File: config.mk
export PLATFORM = sky130hd
export DESIGN_NAME = cxpu_exception_unit
export DESIGN_NICKNAME = d
export VERILOG_FILES = /design/src/shared/cxpu_pkg.sv /design/src/hdl/cxpu_exception_unit.sv
export SDC_FILE = /design/constraint.sdc
export NUM_CORES = 1
export LEC_CHECK = 0
export BUFFER_PORTS_ARGS = -buffer_cell sky130_fd_sc_hd__buf_2
export CORE_ASPECT_RATIO = 0.6
export CORE_UTILIZATION = 43
export DETAILED_ROUTE_END_ITERATION = 8
export PLACE_DENSITY = 0.79
export RECOVER_POWER = 50
export SETUP_SLACK_MARGIN = 0.2
export SLEW_MARGIN = 20
export SYNTH_ARGS = -nofsm -noshare
export SYNTH_HDL_FRONTEND = slang
export SYNTH_SLANG_ARGS = --single-unit
File: constraint.sdc
create_clock -name SYS_CLK -period 2.3 [get_ports SYS_CLK]
set_input_delay 0 -clock SYS_CLK [delete_from_list [all_inputs] [get_ports SYS_CLK]]
set_output_delay 0 -clock SYS_CLK [all_outputs]
set_load 0.05 [all_outputs]
File: src/shared/cxpu_pkg.sv
package cxpu_pkg;
    // ****************************************
    // status word fields
    // ****************************************
    localparam int          SR_W          = 16;
    localparam int          SR_SUPER_BIT  = 13;
    localparam int          SR_TRACE_BIT  = 15;
    localparam int          SR_MASK_LO    = 8;
    localparam logic [15:0] SR_RESET_VAL  = 16'h2700;
    localparam logic [2:0]  LEVEL_MAX     = 3'h7;
    localparam logic [2:0]  LEVEL_NONE    = 3'h0;

    // ****************************************
    // reference class codes
    // ****************************************
    localparam logic [2:0] RC_USER_DATA  = 3'h1;
    localparam logic [2:0] RC_USER_PROG  = 3'h2;
    localparam logic [2:0] RC_SUPER_DATA = 3'h5;
    localparam logic [2:0] RC_SUPER_PROG = 3'h6;
    localparam logic [2:0] RC_INT_ACK    = 3'h7;

    // ****************************************
    // vector numbers and address layout
    // ****************************************
    localparam logic [7:0] VEC_RESET     = 8'h00;
    localparam logic [7:0] VEC_BUS_ERR   = 8'h02;
    localparam logic [7:0] VEC_ADDR_ERR  = 8'h03;
    localparam logic [7:0] VEC_ILLEGAL   = 8'h04;
    localparam logic [7:0] VEC_ZERO_DIV  = 8'h05;
    localparam logic [7:0] VEC_BOUNDS    = 8'h06;
    localparam logic [7:0] VEC_OVERFLOW  = 8'h07;
    localparam logic [7:0] VEC_PRIV      = 8'h08;
    localparam logic [7:0] VEC_TRACE     = 8'h09;
    localparam logic [7:0] VEC_EMU_A     = 8'h0A;
    localparam logic [7:0] VEC_EMU_F     = 8'h0B;
    localparam logic [7:0] VEC_SPURIOUS  = 8'h18;
    localparam logic [7:0] VEC_AUTO_BASE = 8'h18;
    localparam logic [7:0] VEC_TRAP_BASE = 8'h20;
    localparam logic [7:0] VEC_USER_LO   = 8'h40;
    localparam int         ADDR_W        = 24;
    localparam int         VEC_SHIFT     = 2;
    localparam logic [23:0] RESET_PC_ADDR = 24'h00_0004;

    // ****************************************
    // context save and load word counts
    // ****************************************
    localparam logic [2:0] STACK_WORDS_SHORT = 3'h3;
    localparam logic [2:0] STACK_WORDS_LONG  = 3'h7;
    localparam logic [2:0] VEC_WORDS_NORMAL  = 3'h2;
    localparam logic [2:0] VEC_WORDS_RESET   = 3'h4;
    localparam int         ABORT_LIMIT_CYC   = 2;

    // ****************************************
    // exception kinds and sequencer states
    // ****************************************
    typedef enum logic [3:0] {
        EK_NONE, EK_RESET, EK_ADDR_ERR, EK_BUS_ERR, EK_TRACE, EK_INTR,
        EK_ILLEGAL, EK_PRIV, EK_EMU_A, EK_EMU_F, EK_TRAP, EK_OVERFLOW,
        EK_BOUNDS, EK_ZERO_DIV
    } cxpu_kind_t;

    typedef enum logic [5:0] {
        ST_RUN     = 6'b000001,
        ST_STATUS  = 6'b000010,
        ST_VECTOR  = 6'b000100,
        ST_IACK    = 6'b001000,
        ST_STACK   = 6'b010000,
        ST_FETCH   = 6'b100000
    } cxpu_state_t;
endpackage

File: src/hdl/cxpu_exception_unit.sv
`timescale 1ns/1ps
//
// Contract
// - user-state instruction cycles tagged user class
// - user state selects user stack pointer
// - user to supervisor only through exceptions
// - supervisor to user only via status writes
// - fixed reference class codes, three unused
// - four ordered exception phases
// - phase one copies status, sets supervisor
// - interrupts read vector via acknowledge cycle
// - vector address is number times four
// - vectors two words, reset four words
// - autovector number is 24 plus level
// - vectors 64 to 255 are user
// - push pc and status, bus errors more
// - load pc from vector then fetch
// - abort group starts within two cycles
// - post-instruction group taken before next instruction
// - instruction group raised by its instruction
// - priority by group then within group
// - bus error abandons software trap
// - trace first, then pending interrupt
// - supervisor flag high means supervisor state
// - exception cycles supervisor, supervisor stack
// - request lines active low, zero none
module cxpu_exception_unit
    import cxpu_pkg::*;
(
    // clock and reset
    input  wire logic                  SYS_CLK,
    input  wire logic                  RESET_N,
    // instruction side events
    input  wire logic                  INSTR_END,
    input  wire logic                  NEXT_ILLEGAL,
    input  wire logic                  NEXT_PRIV,
    input  wire logic                  NEXT_EMU_A,
    input  wire logic                  NEXT_EMU_F,
    input  wire logic                  TRAP_REQ,
    input  wire logic [3:0]            TRAP_NUM,
    input  wire logic                  OVERFLOW_TRAP,
    input  wire logic                  BOUNDS_TRAP,
    input  wire logic                  ZERO_DIV_TRAP,
    input  wire logic                  BUS_ERROR,
    input  wire logic                  ADDR_ERROR,
    // status word writes by instructions
    input  wire logic                  SR_WRITE,
    input  wire logic [15:0]           SR_WDATA,
    input  wire logic                  SR_WRITE_OK,
    // bus cycle reporting
    input  wire logic                  CYCLE_PROGRAM,
    input  wire logic                  CYCLE_DONE,
    // interrupt pins and acknowledge answer
    input  wire logic [2:0]            INTERRUPT_REQUEST_LINES_N,
    input  wire logic                  IACK_DONE,
    input  wire logic                  IACK_AUTO,
    input  wire logic                  IACK_BUS_ERR,
    input  wire logic [15:0]           DATA_IN,
    // status and classification
    output logic [15:0]                STATUS_WORD,
    output logic                       SUPERVISOR,
    output logic                       USE_USER_SP,
    output logic [2:0]                 REFERENCE_CLASS,
    // exception sequencing
    output logic                       EXC_ACTIVE,
    output logic                       ABORT_INSTR,
    output logic                       IACK_REQ,
    output logic [2:0]                 IACK_LEVEL,
    output logic [7:0]                 VECTOR_NUM,
    output logic [23:0]                VECTOR_ADDR,
    output logic [2:0]                 VECTOR_WORDS,
    output logic                       STACK_REQ,
    output logic [2:0]                 STACK_WORDS,
    output logic [15:0]                STACKED_SR,
    output logic                       FETCH_REQ,
    output logic                       RESET_SP_LOAD,
    output logic                       RESUME
);
    import cxpu_pkg::*;

    // ****************************************
    // state
    // ****************************************
    cxpu_state_t state_q;
    cxpu_kind_t  kind_q;
    logic [15:0] sr_q;
    logic [15:0] sr_copy_q;
    logic [7:0]  vec_q;
    logic [2:0]  ilevel_q;
    logic [2:0]  prev_level_q;
    logic        nmi_q;
    logic        rst_pend_q;
    logic        trace_armed_q;
    logic [3:0]  trap_num_q;
    logic        aborting_q;
    logic        iack_q;
    logic        stack_q;
    logic        fetch_q;
    logic        resume_q;
    logic        rsp_q;
    logic [2:0]  class_q;

    // ****************************************
    // request decode
    // ****************************************
    logic [2:0]  req_level;
    logic        int_pending;
    logic        super_flag;
    logic        post_any;
    logic        chain;
    cxpu_kind_t  pick;

    assign req_level   = ~INTERRUPT_REQUEST_LINES_N;
    assign super_flag  = sr_q[SR_SUPER_BIT];
    // level seven bypasses the mask on a rising edge to seven
    assign int_pending = (req_level != LEVEL_NONE) &&
                         ((req_level > sr_q[SR_MASK_LO +: 3]) || nmi_q);
    // any post-instruction exception outranks the instruction-caused group
    assign post_any    = trace_armed_q || int_pending || NEXT_ILLEGAL || NEXT_PRIV || NEXT_EMU_A || NEXT_EMU_F;
    // trace handled with an interrupt waiting goes straight on to it
    assign chain       = (kind_q == EK_TRACE) && int_pending;

    // priority pick of the next exception
    always_comb begin
        pick = EK_NONE;
        if (ADDR_ERROR) begin
            pick = EK_ADDR_ERR;
        end else if (BUS_ERROR) begin
            pick = EK_BUS_ERR;
        end else if (INSTR_END && post_any) begin
            if (trace_armed_q) begin
                pick = EK_TRACE;
            end else if (int_pending) begin
                pick = EK_INTR;
            end else if (NEXT_ILLEGAL) begin
                pick = EK_ILLEGAL;
            end else if (NEXT_PRIV) begin
                pick = EK_PRIV;
            end else if (NEXT_EMU_A) begin
                pick = EK_EMU_A;
            end else if (NEXT_EMU_F) begin
                pick = EK_EMU_F;
            end
        end else if (TRAP_REQ) begin
            pick = EK_TRAP;
        end else if (OVERFLOW_TRAP) begin
            pick = EK_OVERFLOW;
        end else if (BOUNDS_TRAP) begin
            pick = EK_BOUNDS;
        end else if (ZERO_DIV_TRAP) begin
            pick = EK_ZERO_DIV;
        end
    end

    // vector number for internally numbered exceptions
    function automatic logic [7:0] kind_vec(cxpu_kind_t k, logic [3:0] tn);
        logic [7:0] v;
        v = VEC_RESET;
        unique case (k)
            EK_BUS_ERR:  v = VEC_BUS_ERR;
            EK_ADDR_ERR: v = VEC_ADDR_ERR;
            EK_ILLEGAL:  v = VEC_ILLEGAL;
            EK_ZERO_DIV: v = VEC_ZERO_DIV;
            EK_BOUNDS:   v = VEC_BOUNDS;
            EK_OVERFLOW: v = VEC_OVERFLOW;
            EK_PRIV:     v = VEC_PRIV;
            EK_TRACE:    v = VEC_TRACE;
            EK_EMU_A:    v = VEC_EMU_A;
            EK_EMU_F:    v = VEC_EMU_F;
            EK_TRAP:     v = VEC_TRAP_BASE + {4'h0, tn};
            default:     v = VEC_RESET;
        endcase
        return v;
    endfunction

    // ****************************************
    // interrupt level tracking
    // ****************************************
    always_ff @(posedge SYS_CLK) begin
        if (!RESET_N) begin
            prev_level_q <= LEVEL_NONE;
            nmi_q        <= 1'b0;
        end else begin
            prev_level_q <= req_level;
            if (req_level == LEVEL_MAX && prev_level_q != LEVEL_MAX) begin
                nmi_q <= 1'b1;
            end else if (state_q == ST_IACK && ilevel_q == LEVEL_MAX) begin
                nmi_q <= 1'b0;
            end else if (req_level != LEVEL_MAX) begin
                nmi_q <= 1'b0;
            end
        end
    end

    // ****************************************
    // exception sequencer
    // ****************************************
    always_ff @(posedge SYS_CLK) begin
        if (!RESET_N) begin
            state_q    <= ST_STATUS;
            kind_q     <= EK_RESET;
            rst_pend_q <= 1'b1;
            vec_q      <= VEC_RESET;
            ilevel_q   <= LEVEL_NONE;
            trap_num_q <= 4'h0;
            aborting_q <= 1'b1;
        end else begin
            rst_pend_q <= 1'b0;
            aborting_q <= 1'b0;
            unique case (state_q)
                ST_RUN: begin
                    if (pick != EK_NONE) begin
                        state_q    <= ST_STATUS;
                        kind_q     <= pick;
                        ilevel_q   <= req_level;
                        trap_num_q <= TRAP_NUM;
                        aborting_q <= (pick == EK_ADDR_ERR) || (pick == EK_BUS_ERR);
                    end
                end
                ST_STATUS: begin
                    vec_q   <= kind_vec(kind_q, trap_num_q);
                    state_q <= (kind_q == EK_INTR) ? ST_IACK : ST_VECTOR;
                end
                ST_IACK: begin
                    if (IACK_DONE) begin
                        if (IACK_BUS_ERR) begin
                            vec_q <= VEC_SPURIOUS;
                        end else if (IACK_AUTO) begin
                            vec_q <= VEC_AUTO_BASE + {5'h00, ilevel_q};
                        end else begin
                            vec_q <= DATA_IN[7:0];
                        end
                        state_q <= ST_VECTOR;
                    end
                end
                ST_VECTOR: begin
                    state_q <= (kind_q == EK_RESET) ? ST_FETCH : ST_STACK;
                end
                ST_STACK: begin
                    if (CYCLE_DONE) begin
                        state_q <= ST_FETCH;
                    end
                end
                ST_FETCH: begin
                    if (CYCLE_DONE) begin
                        if (kind_q == EK_TRACE && int_pending) begin
                            state_q  <= ST_STATUS;
                            kind_q   <= EK_INTR;
                            ilevel_q <= req_level;
                        end else begin
                            state_q <= ST_RUN;
                        end
                    end
                end
                default: state_q <= ST_RUN;
            endcase
            if (ADDR_ERROR || BUS_ERROR) begin
                if (state_q == ST_RUN && pick != EK_NONE) begin
                    aborting_q <= 1'b1;
                end
            end
        end
    end

    // ****************************************
    // status word and saved copy
    // ****************************************
    always_ff @(posedge SYS_CLK) begin
        if (!RESET_N) begin
            sr_q          <= SR_RESET_VAL;
            sr_copy_q     <= SR_RESET_VAL;
            trace_armed_q <= 1'b0;
        end else begin
            if (INSTR_END && state_q == ST_RUN) begin
                trace_armed_q <= sr_q[SR_TRACE_BIT];
            end
            if (state_q == ST_STATUS) begin
                sr_copy_q               <= sr_q;
                sr_q[SR_SUPER_BIT]      <= 1'b1;
                sr_q[SR_TRACE_BIT]      <= 1'b0;
                trace_armed_q           <= 1'b0;
                if (kind_q == EK_RESET) begin
                    sr_q[SR_MASK_LO +: 3] <= LEVEL_MAX;
                end else if (kind_q == EK_INTR) begin
                    sr_q[SR_MASK_LO +: 3] <= ilevel_q;
                end
            end else if (state_q == ST_RUN && SR_WRITE) begin
                // only decoded status writes reach here; user state cannot raise S
                if (super_flag && SR_WRITE_OK) begin
                    sr_q <= SR_WDATA;
                end else if (!super_flag) begin
                    sr_q <= {SR_WDATA[15:14], 1'b0, SR_WDATA[12:0]};
                end
            end
        end
    end

    // ****************************************
    // outputs from flops
    // ****************************************
    always_ff @(posedge SYS_CLK) begin
        if (!RESET_N) begin
            class_q  <= RC_SUPER_PROG;
            iack_q   <= 1'b0;
            stack_q  <= 1'b0;
            fetch_q  <= 1'b0;
            resume_q <= 1'b0;
            rsp_q    <= 1'b0;
        end else begin
            if (state_q == ST_IACK) begin
                class_q <= RC_INT_ACK;
            end else if (state_q != ST_RUN) begin
                class_q <= (kind_q == EK_RESET && state_q == ST_FETCH) ? RC_SUPER_PROG
                                                                       : RC_SUPER_DATA;
            end else if (super_flag) begin
                class_q <= CYCLE_PROGRAM ? RC_SUPER_PROG : RC_SUPER_DATA;
            end else begin
                class_q <= CYCLE_PROGRAM ? RC_USER_PROG : RC_USER_DATA;
            end
            iack_q   <= (state_q == ST_IACK) && !IACK_DONE;
            stack_q  <= (state_q == ST_STACK) && !CYCLE_DONE;
            fetch_q  <= (state_q == ST_FETCH) && !CYCLE_DONE;
            resume_q <= (state_q == ST_FETCH) && CYCLE_DONE && !chain;
            rsp_q    <= (state_q == ST_FETCH) && (kind_q == EK_RESET);
        end
    end

    assign STATUS_WORD     = sr_q;
    assign SUPERVISOR      = sr_q[SR_SUPER_BIT];
    assign USE_USER_SP     = !sr_q[SR_SUPER_BIT] && state_q == ST_RUN;
    assign REFERENCE_CLASS = class_q;
    assign EXC_ACTIVE      = (state_q != ST_RUN);
    assign ABORT_INSTR     = aborting_q;
    assign IACK_REQ        = iack_q;
    assign IACK_LEVEL      = ilevel_q;
    assign VECTOR_NUM      = vec_q;
    // vector number times four inside a 24-bit address, RESET_PC_ADDR in the reset fetch
    assign VECTOR_ADDR     = (kind_q == EK_RESET && state_q == ST_FETCH) ? RESET_PC_ADDR
                             : {14'h0000, vec_q, 2'b00};
    assign VECTOR_WORDS    = (kind_q == EK_RESET) ? VEC_WORDS_RESET : VEC_WORDS_NORMAL;
    assign STACK_REQ       = stack_q;
    assign STACK_WORDS     = (kind_q == EK_BUS_ERR || kind_q == EK_ADDR_ERR) ? STACK_WORDS_LONG
                                                                            : STACK_WORDS_SHORT;
    assign STACKED_SR      = sr_copy_q;
    assign FETCH_REQ       = fetch_q;
    assign RESET_SP_LOAD   = rsp_q;
    assign RESUME          = resume_q;

    // ****************************************
    // checks
    // ****************************************
    user_class_a: assert property (@(posedge SYS_CLK) disable iff (!RESET_N)
        (state_q == ST_RUN && !super_flag && $past(state_q) == ST_RUN && !$past(super_flag))
        |=> (class_q == RC_USER_DATA || class_q == RC_USER_PROG))
        else $error("user cycle not tagged user");
    class_legal_a: assert property (@(posedge SYS_CLK) disable iff (!RESET_N)
        class_q != 3'h0 && class_q != 3'h3 && class_q != 3'h4)
        else $error("unused reference class driven");
    no_user_raise_a: assert property (@(posedge SYS_CLK) disable iff (!RESET_N)
        (!super_flag && state_q == ST_RUN) |=> !super_flag || $past(pick) != EK_NONE)
        else $error("supervisor entered without exception");
    status_prep_a: assert property (@(posedge SYS_CLK) disable iff (!RESET_N)
        state_q == ST_STATUS |=> sr_q[SR_SUPER_BIT] && !sr_q[SR_TRACE_BIT] && sr_copy_q == $past(sr_q))
        else $error("status not prepared");
    abort_fast_a: assert property (@(posedge SYS_CLK) disable iff (!RESET_N)
        (state_q == ST_RUN && BUS_ERROR) |-> ##[1:2] state_q == ST_STATUS)
        else $error("abort exception late");
    autovec_a: assert property (@(posedge SYS_CLK) disable iff (!RESET_N)
        (state_q == ST_IACK && IACK_DONE && IACK_AUTO && !IACK_BUS_ERR) |=> vec_q == VEC_AUTO_BASE + 8'(ilevel_q))
        else $error("autovector wrong");
    vec_addr_a: assert property (@(posedge SYS_CLK) disable iff (!RESET_N)
        state_q == ST_STACK |-> VECTOR_ADDR == (ADDR_W'(vec_q) << VEC_SHIFT))
        else $error("vector address wrong");
    reset_nostack_a: assert property (@(posedge SYS_CLK) disable iff (!RESET_N)
        kind_q == EK_RESET |-> state_q != ST_STACK)
        else $error("reset stacked context");
    user_sp_a: assert property (@(posedge SYS_CLK) disable iff (!RESET_N)
        USE_USER_SP |-> !sr_q[SR_SUPER_BIT])
        else $error("user stack in supervisor");
    cov_intr_c: cover property (@(posedge SYS_CLK) state_q == ST_IACK ##1 state_q == ST_VECTOR);
    cov_trace_int_c: cover property (@(posedge SYS_CLK) kind_q == EK_TRACE ##[1:20] kind_q == EK_INTR);
    cov_buserr_c: cover property (@(posedge SYS_CLK) kind_q == EK_BUS_ERR && state_q == ST_STACK);
endmodule

[Word level (Yosys, flattened, before mapping)]
Cells that the tools add are included.
Cells by class
  bitwise logic cells: 3
  reduce and logical (&&, ||, !) cells: 44
  multiplexer cells: 56
  eq/ne operators: 34
  order comparisons: 1
  $add $sub $neg: 2
Operators with widths (count)
  $pmux W7 S11: 1
  $mux W4: 17
  $pmux W6 S6: 1
  $mux W16: 2
  $mux W3: 10
  $mux W6: 5
  $eq A4 B4 Y1 const B: 6
  $mux W8: 3
  $eq A4 B2 Y1 const B: 4
  $eq A4 B3 Y1 const B: 4
  $logic_and A1 B1 Y1: 16
  $pmux W8 S2: 1
  $mux W11: 1
  $mux W10: 1
  $ne A2 B2 Y1 const B: 5
  $logic_or A1 B1 Y1: 9
  $mux W1: 8
  $mux W2: 4
  $pmux W4 S2: 1
  $reduce_and A4 Y1: 2
  $add A6 B4 Y7 const A: 1
  $add A5 B3 Y6 const A: 1
  $eq A3 B3 Y1 const B: 2
  $eq A6 B1 Y1 const B: 1
  other kinds (22): 34
Storage, ports and cells
  bits in registers: 71
  input port bits: 59
  output and inout port bits: 85
  logic and storage cells: 161

[Longest topological paths before layout]
  word-level depth: 19
  depth in mapped cells: 9
  depth with buffers taken out: 8

[Least setup slack after synthesis]
Ideal clock, no wire load.
  kind: reg2reg
  start: reg sr_q[10], in the netlist STATUS_WORD[10]
  end: reg ilevel_q[1], in the netlist IACK_LEVEL[1]
  path slack: -0.449 ns
  data required time: 2.179 ns
  stages on the path, launching flop included: 10
  arrival time: 2.628 ns
  setup time: 0.121 ns
  cells stage by stage: dfxtp_1 inv_1 ha_1 and3b_1 o21ai_0 a22oi_1 o221a_1 buf_6 o21ai_4 mux2_4
On the way
  cells in the longest elaborated chain, start to end: 15
  elaborated cells between the ends (all ways): 19
RTL lines
  start: declaration: line cxpu_exception_unit.sv:86  | logic [15:0] sr_q;
  start signal: indexed assignment: line cxpu_exception_unit.sv:285  | sr_q[SR_MASK_LO +: 3] <= ilevel_q;
  start signal: assignment: line cxpu_exception_unit.sv:292  | sr_q <= {SR_WDATA[15:14], 1'b0, SR_WDATA[12:0]};
  $gt A3 B3 Y1 *: line cxpu_exception_unit.sv:117  | ((req_level > sr_q[SR_MASK_LO +: 3]) || nmi_q);
  $logic_or A1 B1 Y1 *: line cxpu_exception_unit.sv:117
  $logic_and A1 B1 Y1 *: line cxpu_exception_unit.sv:116  | assign int_pending = (req_level != LEVEL_NONE) &&
  $logic_or A1 B1 Y1 (5 in a row): line cxpu_exception_unit.sv:119  | assign post_any = trace_armed_q || int_pending || NEXT_ILLEGAL || NEXT_PRIV || NEXT_EMU_A || NEXT_EMU_F;
  $logic_and A1 B1 Y1: line cxpu_exception_unit.sv:130  | end else if (INSTR_END && post_any) begin
  $mux W4: line cxpu_exception_unit.sv:130
  $mux W4: line cxpu_exception_unit.sv:128  | end else if (BUS_ERROR) begin
  $mux W4: line cxpu_exception_unit.sv:126  | if (ADDR_ERROR) begin
  $reduce_bool A4 Y1: line cxpu_exception_unit.sv:212  | if (pick != EK_NONE) begin
  $ne A2 B2 Y1 (no line)
  $reduce_and A4 Y1 (no line) *
  end signal: assignment: line cxpu_exception_unit.sv:215  | ilevel_q <= req_level;
  end signal: assignment: line cxpu_exception_unit.sv:249  | ilevel_q <= req_level;
  end: declaration: line cxpu_exception_unit.sv:89  | logic [2:0] ilevel_q;
Mark *: on every way between the ends. The rest lies on a longest branch, timed or not.
A chain may end at the register's enable or synchronous reset.

[Worst setup path in the final report]
  start: reg sr_q[10], in the netlist STATUS_WORD[10]
  end: reg kind_q[2]
On the way
  cells in the longest elaborated chain, start to end: 15
  elaborated cells between the ends (all ways): 21
RTL lines
  $gt A3 B3 Y1 *: line cxpu_exception_unit.sv:117
  $logic_or A1 B1 Y1 *: line cxpu_exception_unit.sv:117
  $logic_and A1 B1 Y1 *: line cxpu_exception_unit.sv:116
  $logic_or A1 B1 Y1 (5 in a row): line cxpu_exception_unit.sv:119
  $logic_and A1 B1 Y1: line cxpu_exception_unit.sv:130
  $mux W4: line cxpu_exception_unit.sv:130
  $mux W4: line cxpu_exception_unit.sv:128
  $mux W4: line cxpu_exception_unit.sv:126
  $reduce_bool A4 Y1: line cxpu_exception_unit.sv:212
  $ne A2 B2 Y1 (no line)
  $reduce_and A4 Y1 (no line)
  end signal: assignment: line cxpu_exception_unit.sv:214  | kind_q <= pick;
  end: declaration: line cxpu_exception_unit.sv:85  | cxpu_kind_t kind_q;
Mark *: on every way between the ends. The rest lies on a longest branch, timed or not. The select of a mux whose other input is x is not followed.

==> flow_summary.yaml <==
outcome:
  status: "complete, no violations"
clocking:
  insertion_delay_ns: 0.34
  clock_sinks: 71
  cts_max_path_buffers: 2
  tritoncts: "done"
  htree_levels: 3
  cts_buffers: 9
  clk_transition_reported_paths_ns: 0.06
  clock-root-buffer: "clkbuf_16"
timing:
  skew_ns: 0.00487
  hold_viol: 0
  finalCriticalPeriod_ns: 2.17
  fin_tns_setup_ns: 0
  fmax_ghz: 0.460
  worst_pin_slew_ns: 1.44
  period_share_pct: 94.5
  rsz0062_at_grt: "true"
  drv_slew: 0
  slew_headroom_pct: 4.22
  finalSetupViolations: 0
final_layout:
  fill_cells: 651
  syn2layout_area_growth_pct: 39.5
  mostFrequentLayoutCells: "dfxtp_1, clkbuf_1, buf_2"
  drive_gt1_share_pct: 23.4
  fin_cells: 683
  final_common_cell: "dfxtp_1"
  fin_nets: 635
  postLayoutCoreUtil_pct: 64.1
detailed_routing:
  via_per_inst: 5.35
  antenna_left: 0
  top_layer: "met4"
  firstDrtPassIters: 5
  wl_met2_um: 4910
  drt-total-wl_um: 10700
  num_vias: 3655
  drc: 0
  drtIter0Drc: 207
  routedWlPerCell_um: 15.7
  wl_met1_um: 4600
  wl_met3_um: 1080
critical_path:
  cp_slowest_cell: "or4_1"
  cp_num_buf_inv: 2
  critPathKind: "reg2reg"
  critical_path_depth: 9
  crit_family: "simple AND/OR/NAND/NOR gates"
  cp_max_fo: 3
  slowest_delay_ns: 0.47
  end_kind: "flop"
  worstPathArrival_ns: 2.40
  path_cells: "inv_4 > ha_4 > and3b_1 > o21ai_2 > a22oi_2 > buf_4 > a31oi_1 > or4_1 > a221oi_2"
  rr_worst_depth: 9
  cp.required_ns: 2.53
  crit_path_start_kind: "flop"
power_and_ir_drop:
  p_seq_share_pct: 32.2
  power.switching_mw: 1.84
  comb_power_share_pct: 36.2
  peakVddDrop_uv: 588
  switching_share_pct: 39.2
  p_leak_nw: 2.05
  p_int_mw: 2.86
  power.density_nw_per_um2: 976
  clkPwrFrac_pct: 31.5
yosys:
  async_reset_ff_share_pct: 0
  ys_warn_count: 0
  syn_avg_cell_area_sq_um: 8.16
  synth_fa_ha_area_share_pct: 1.09
  synthCells: 423
  synth_ff_type: "dfxtp_1"
  ys_seq_area_share_pct: 41.2
  yosys.area_share.simple_pct: 24.1
  ys_seq_elements: 71
  synth.cell_area_sq_um: 3450
  synth_compound_area_share_pct: 15.7
  netlist_top_cells_area: "dfxtp_1, mux2i_1, nand2_1"
  synth_xor_area_share_pct: 0.254
  synthDistinctLibCells: 54
  yosys-mux-area-fraction_pct: 8.41
  synth_edf_count: 0
  yosysTopAreaCell: "dfxtp_1"
  synth_top_family_by_area: "simple AND/OR/NAND/NOR gates"
  synth_top_area_share_pct: 41.2
floorplan:
  core-area_sq_um: 7510
  fp.dieW_um: 118
  row_count: 24
  start_util_pct: 46.0
  die_h_um: 71.4
  design.die.area_sq_um: 8410
  io-pin-count: 144
min_path:
  hold_path_depth: 3
  hold_class: "in2reg"
run:
  drv_cap: 0
global_routing:
  track_usage_pct: 26.1
  grt_max_degree: 46
  antenna_found_initial: 1
  grt_pass1_wl_um: 17100
  grt_pass1_vias: 3420
  grt-ovfl-total: 0
place:
  post-place-cells: 629
  hpwl_um: 7340
  port_buffers: 116
  place_congestion: 0.889
kinds of logic (layout without fill, tap and decap cells):
| logic type | count (synthesis) | after routing |
|---|---|---|
| fa+ha+maj | 3 | 3 |
| compound gates | 89 | 89 |
| flops | 71 | 71 |
| xor+xnor | 1 | 1 |
| simple gates | 169 | 170 |
| other cells | 2 | 20 |
| buf+inv | 60 | 197 |
| mux | 28 | 28 |
power by group through the flow:
| stage | clock [mW] | combinational, mW | sequential [mW] |
|---|---|---|---|
| global route | 1.56 | 1.81 | 1.53 |
| global placement | 0 | 1.50 | 1.51 |
| CTS | 1.50 | 1.61 | 1.50 |
| finish | 1.48 | 1.70 | 1.51 |
| detailed placement | 0 | 1.53 | 1.52 |
| floorplan | 0 | 0.907 | 1.77 |
flip-flops by register name, summed over array words and instances, names as in the netlist:
register	flops
ABORT_INSTR	1
FETCH_REQ	1
IACK_LEVEL	3
IACK_REQ	1
REFERENCE_CLASS	3
RESET_SP_LOAD	1
RESUME	1
STACKED_SR	16
STACK_REQ	1
STATUS_WORD	16
VECTOR_NUM	8
kind_q	4
nmi_q	1
prev_level_q	3
state_q	6
trace_armed_q	1
trap_num_q	4
final timing paths:
check / slack, ns / endpoint / from
worst min-delay path: 0.02 / VECTOR_NUM[4] / DATA_IN[4]
worst max register to register: 0.13 / kind_q[2] / STATUS_WORD[10]
worst max-delay path: 0.13 / kind_q[2] / STATUS_WORD[10]
worst min register to register: 0.46 / STACKED_SR[11] / STACKED_SR[11]
repair_timing:
item                                    4_1_cts  5_1_grt
endpoints found under the setup margin       17       30
endpoints found under the hold margin        28        0
buffers inserted                              4        5
gates resized for setup                       9       39
cloned                                        1        0
hold buffers                                 27        0
pin swaps                                     4       10
metrics by stage:
stage	total power [mW]	setup WS, ns	cell area (sq um)	hold WS [ns]
finish	4.70	0.128	4820	0.0210
global route	4.90	0.0467	4810	0.0274
CTS	4.61	0.189	4760	0.0127
detailed placement	3.05	0.163	4110	0.230
global placement	3.01	0.257	4110	0.229
floorplan	2.68	0.114	3560	0.0770
layer usage:
metal / up-vias / GRT usage (%)
li1: 1732 / -
met5: - / 0
met2: 178 / 41.8
met1: 1732 / 33.3
met3: 13 / 8.52
met4: 0 / 8.69
layout make-up:
cell class	count	area [sq um]	share of cell area [%]
inverter	17	71.3	1.48
tap	104	130	2.70
clock inverter	6	85.1	1.77
clock buffer	10	229	4.75
timing repair buffer	164	978	20.3
sequential	71	1440	29.9
multi-input combinational	310	1880	39.0
antenna	1	2.50	0.0520
tightest hold or removal path: cells and delay by family:
kind / cells / cell delay [ns]
and+or+nand+nor: 1 / 0.04
buffers and inverters: 1 / 0.08
AOI/OAI and AO/OA: 1 / 0.19
cell usage after synthesis, drive strengths merged (2+ instances only):
cell / n
nand2: 53
nor2b: 3
conb: 2
and2: 10
a31oi: 5
o21ai: 27
o22ai: 2
mux2i: 26
nor4: 5
nand3b: 2
nor3: 15
a211oi: 3
nand3: 12
nor3b: 2
nor2: 42
ha: 3
nand4b: 2
buf: 24
nand2b: 6
and3: 3
o31ai: 2
or4: 3
a21oi: 31
a21o: 2
clkbuf: 19
o211ai: 5
or3: 2
mux2: 2
nand4: 2
a22oi: 2
dfxtp: 71
o2111ai: 2
inv: 17
or2: 2
(Power assumes the default switching activity.)
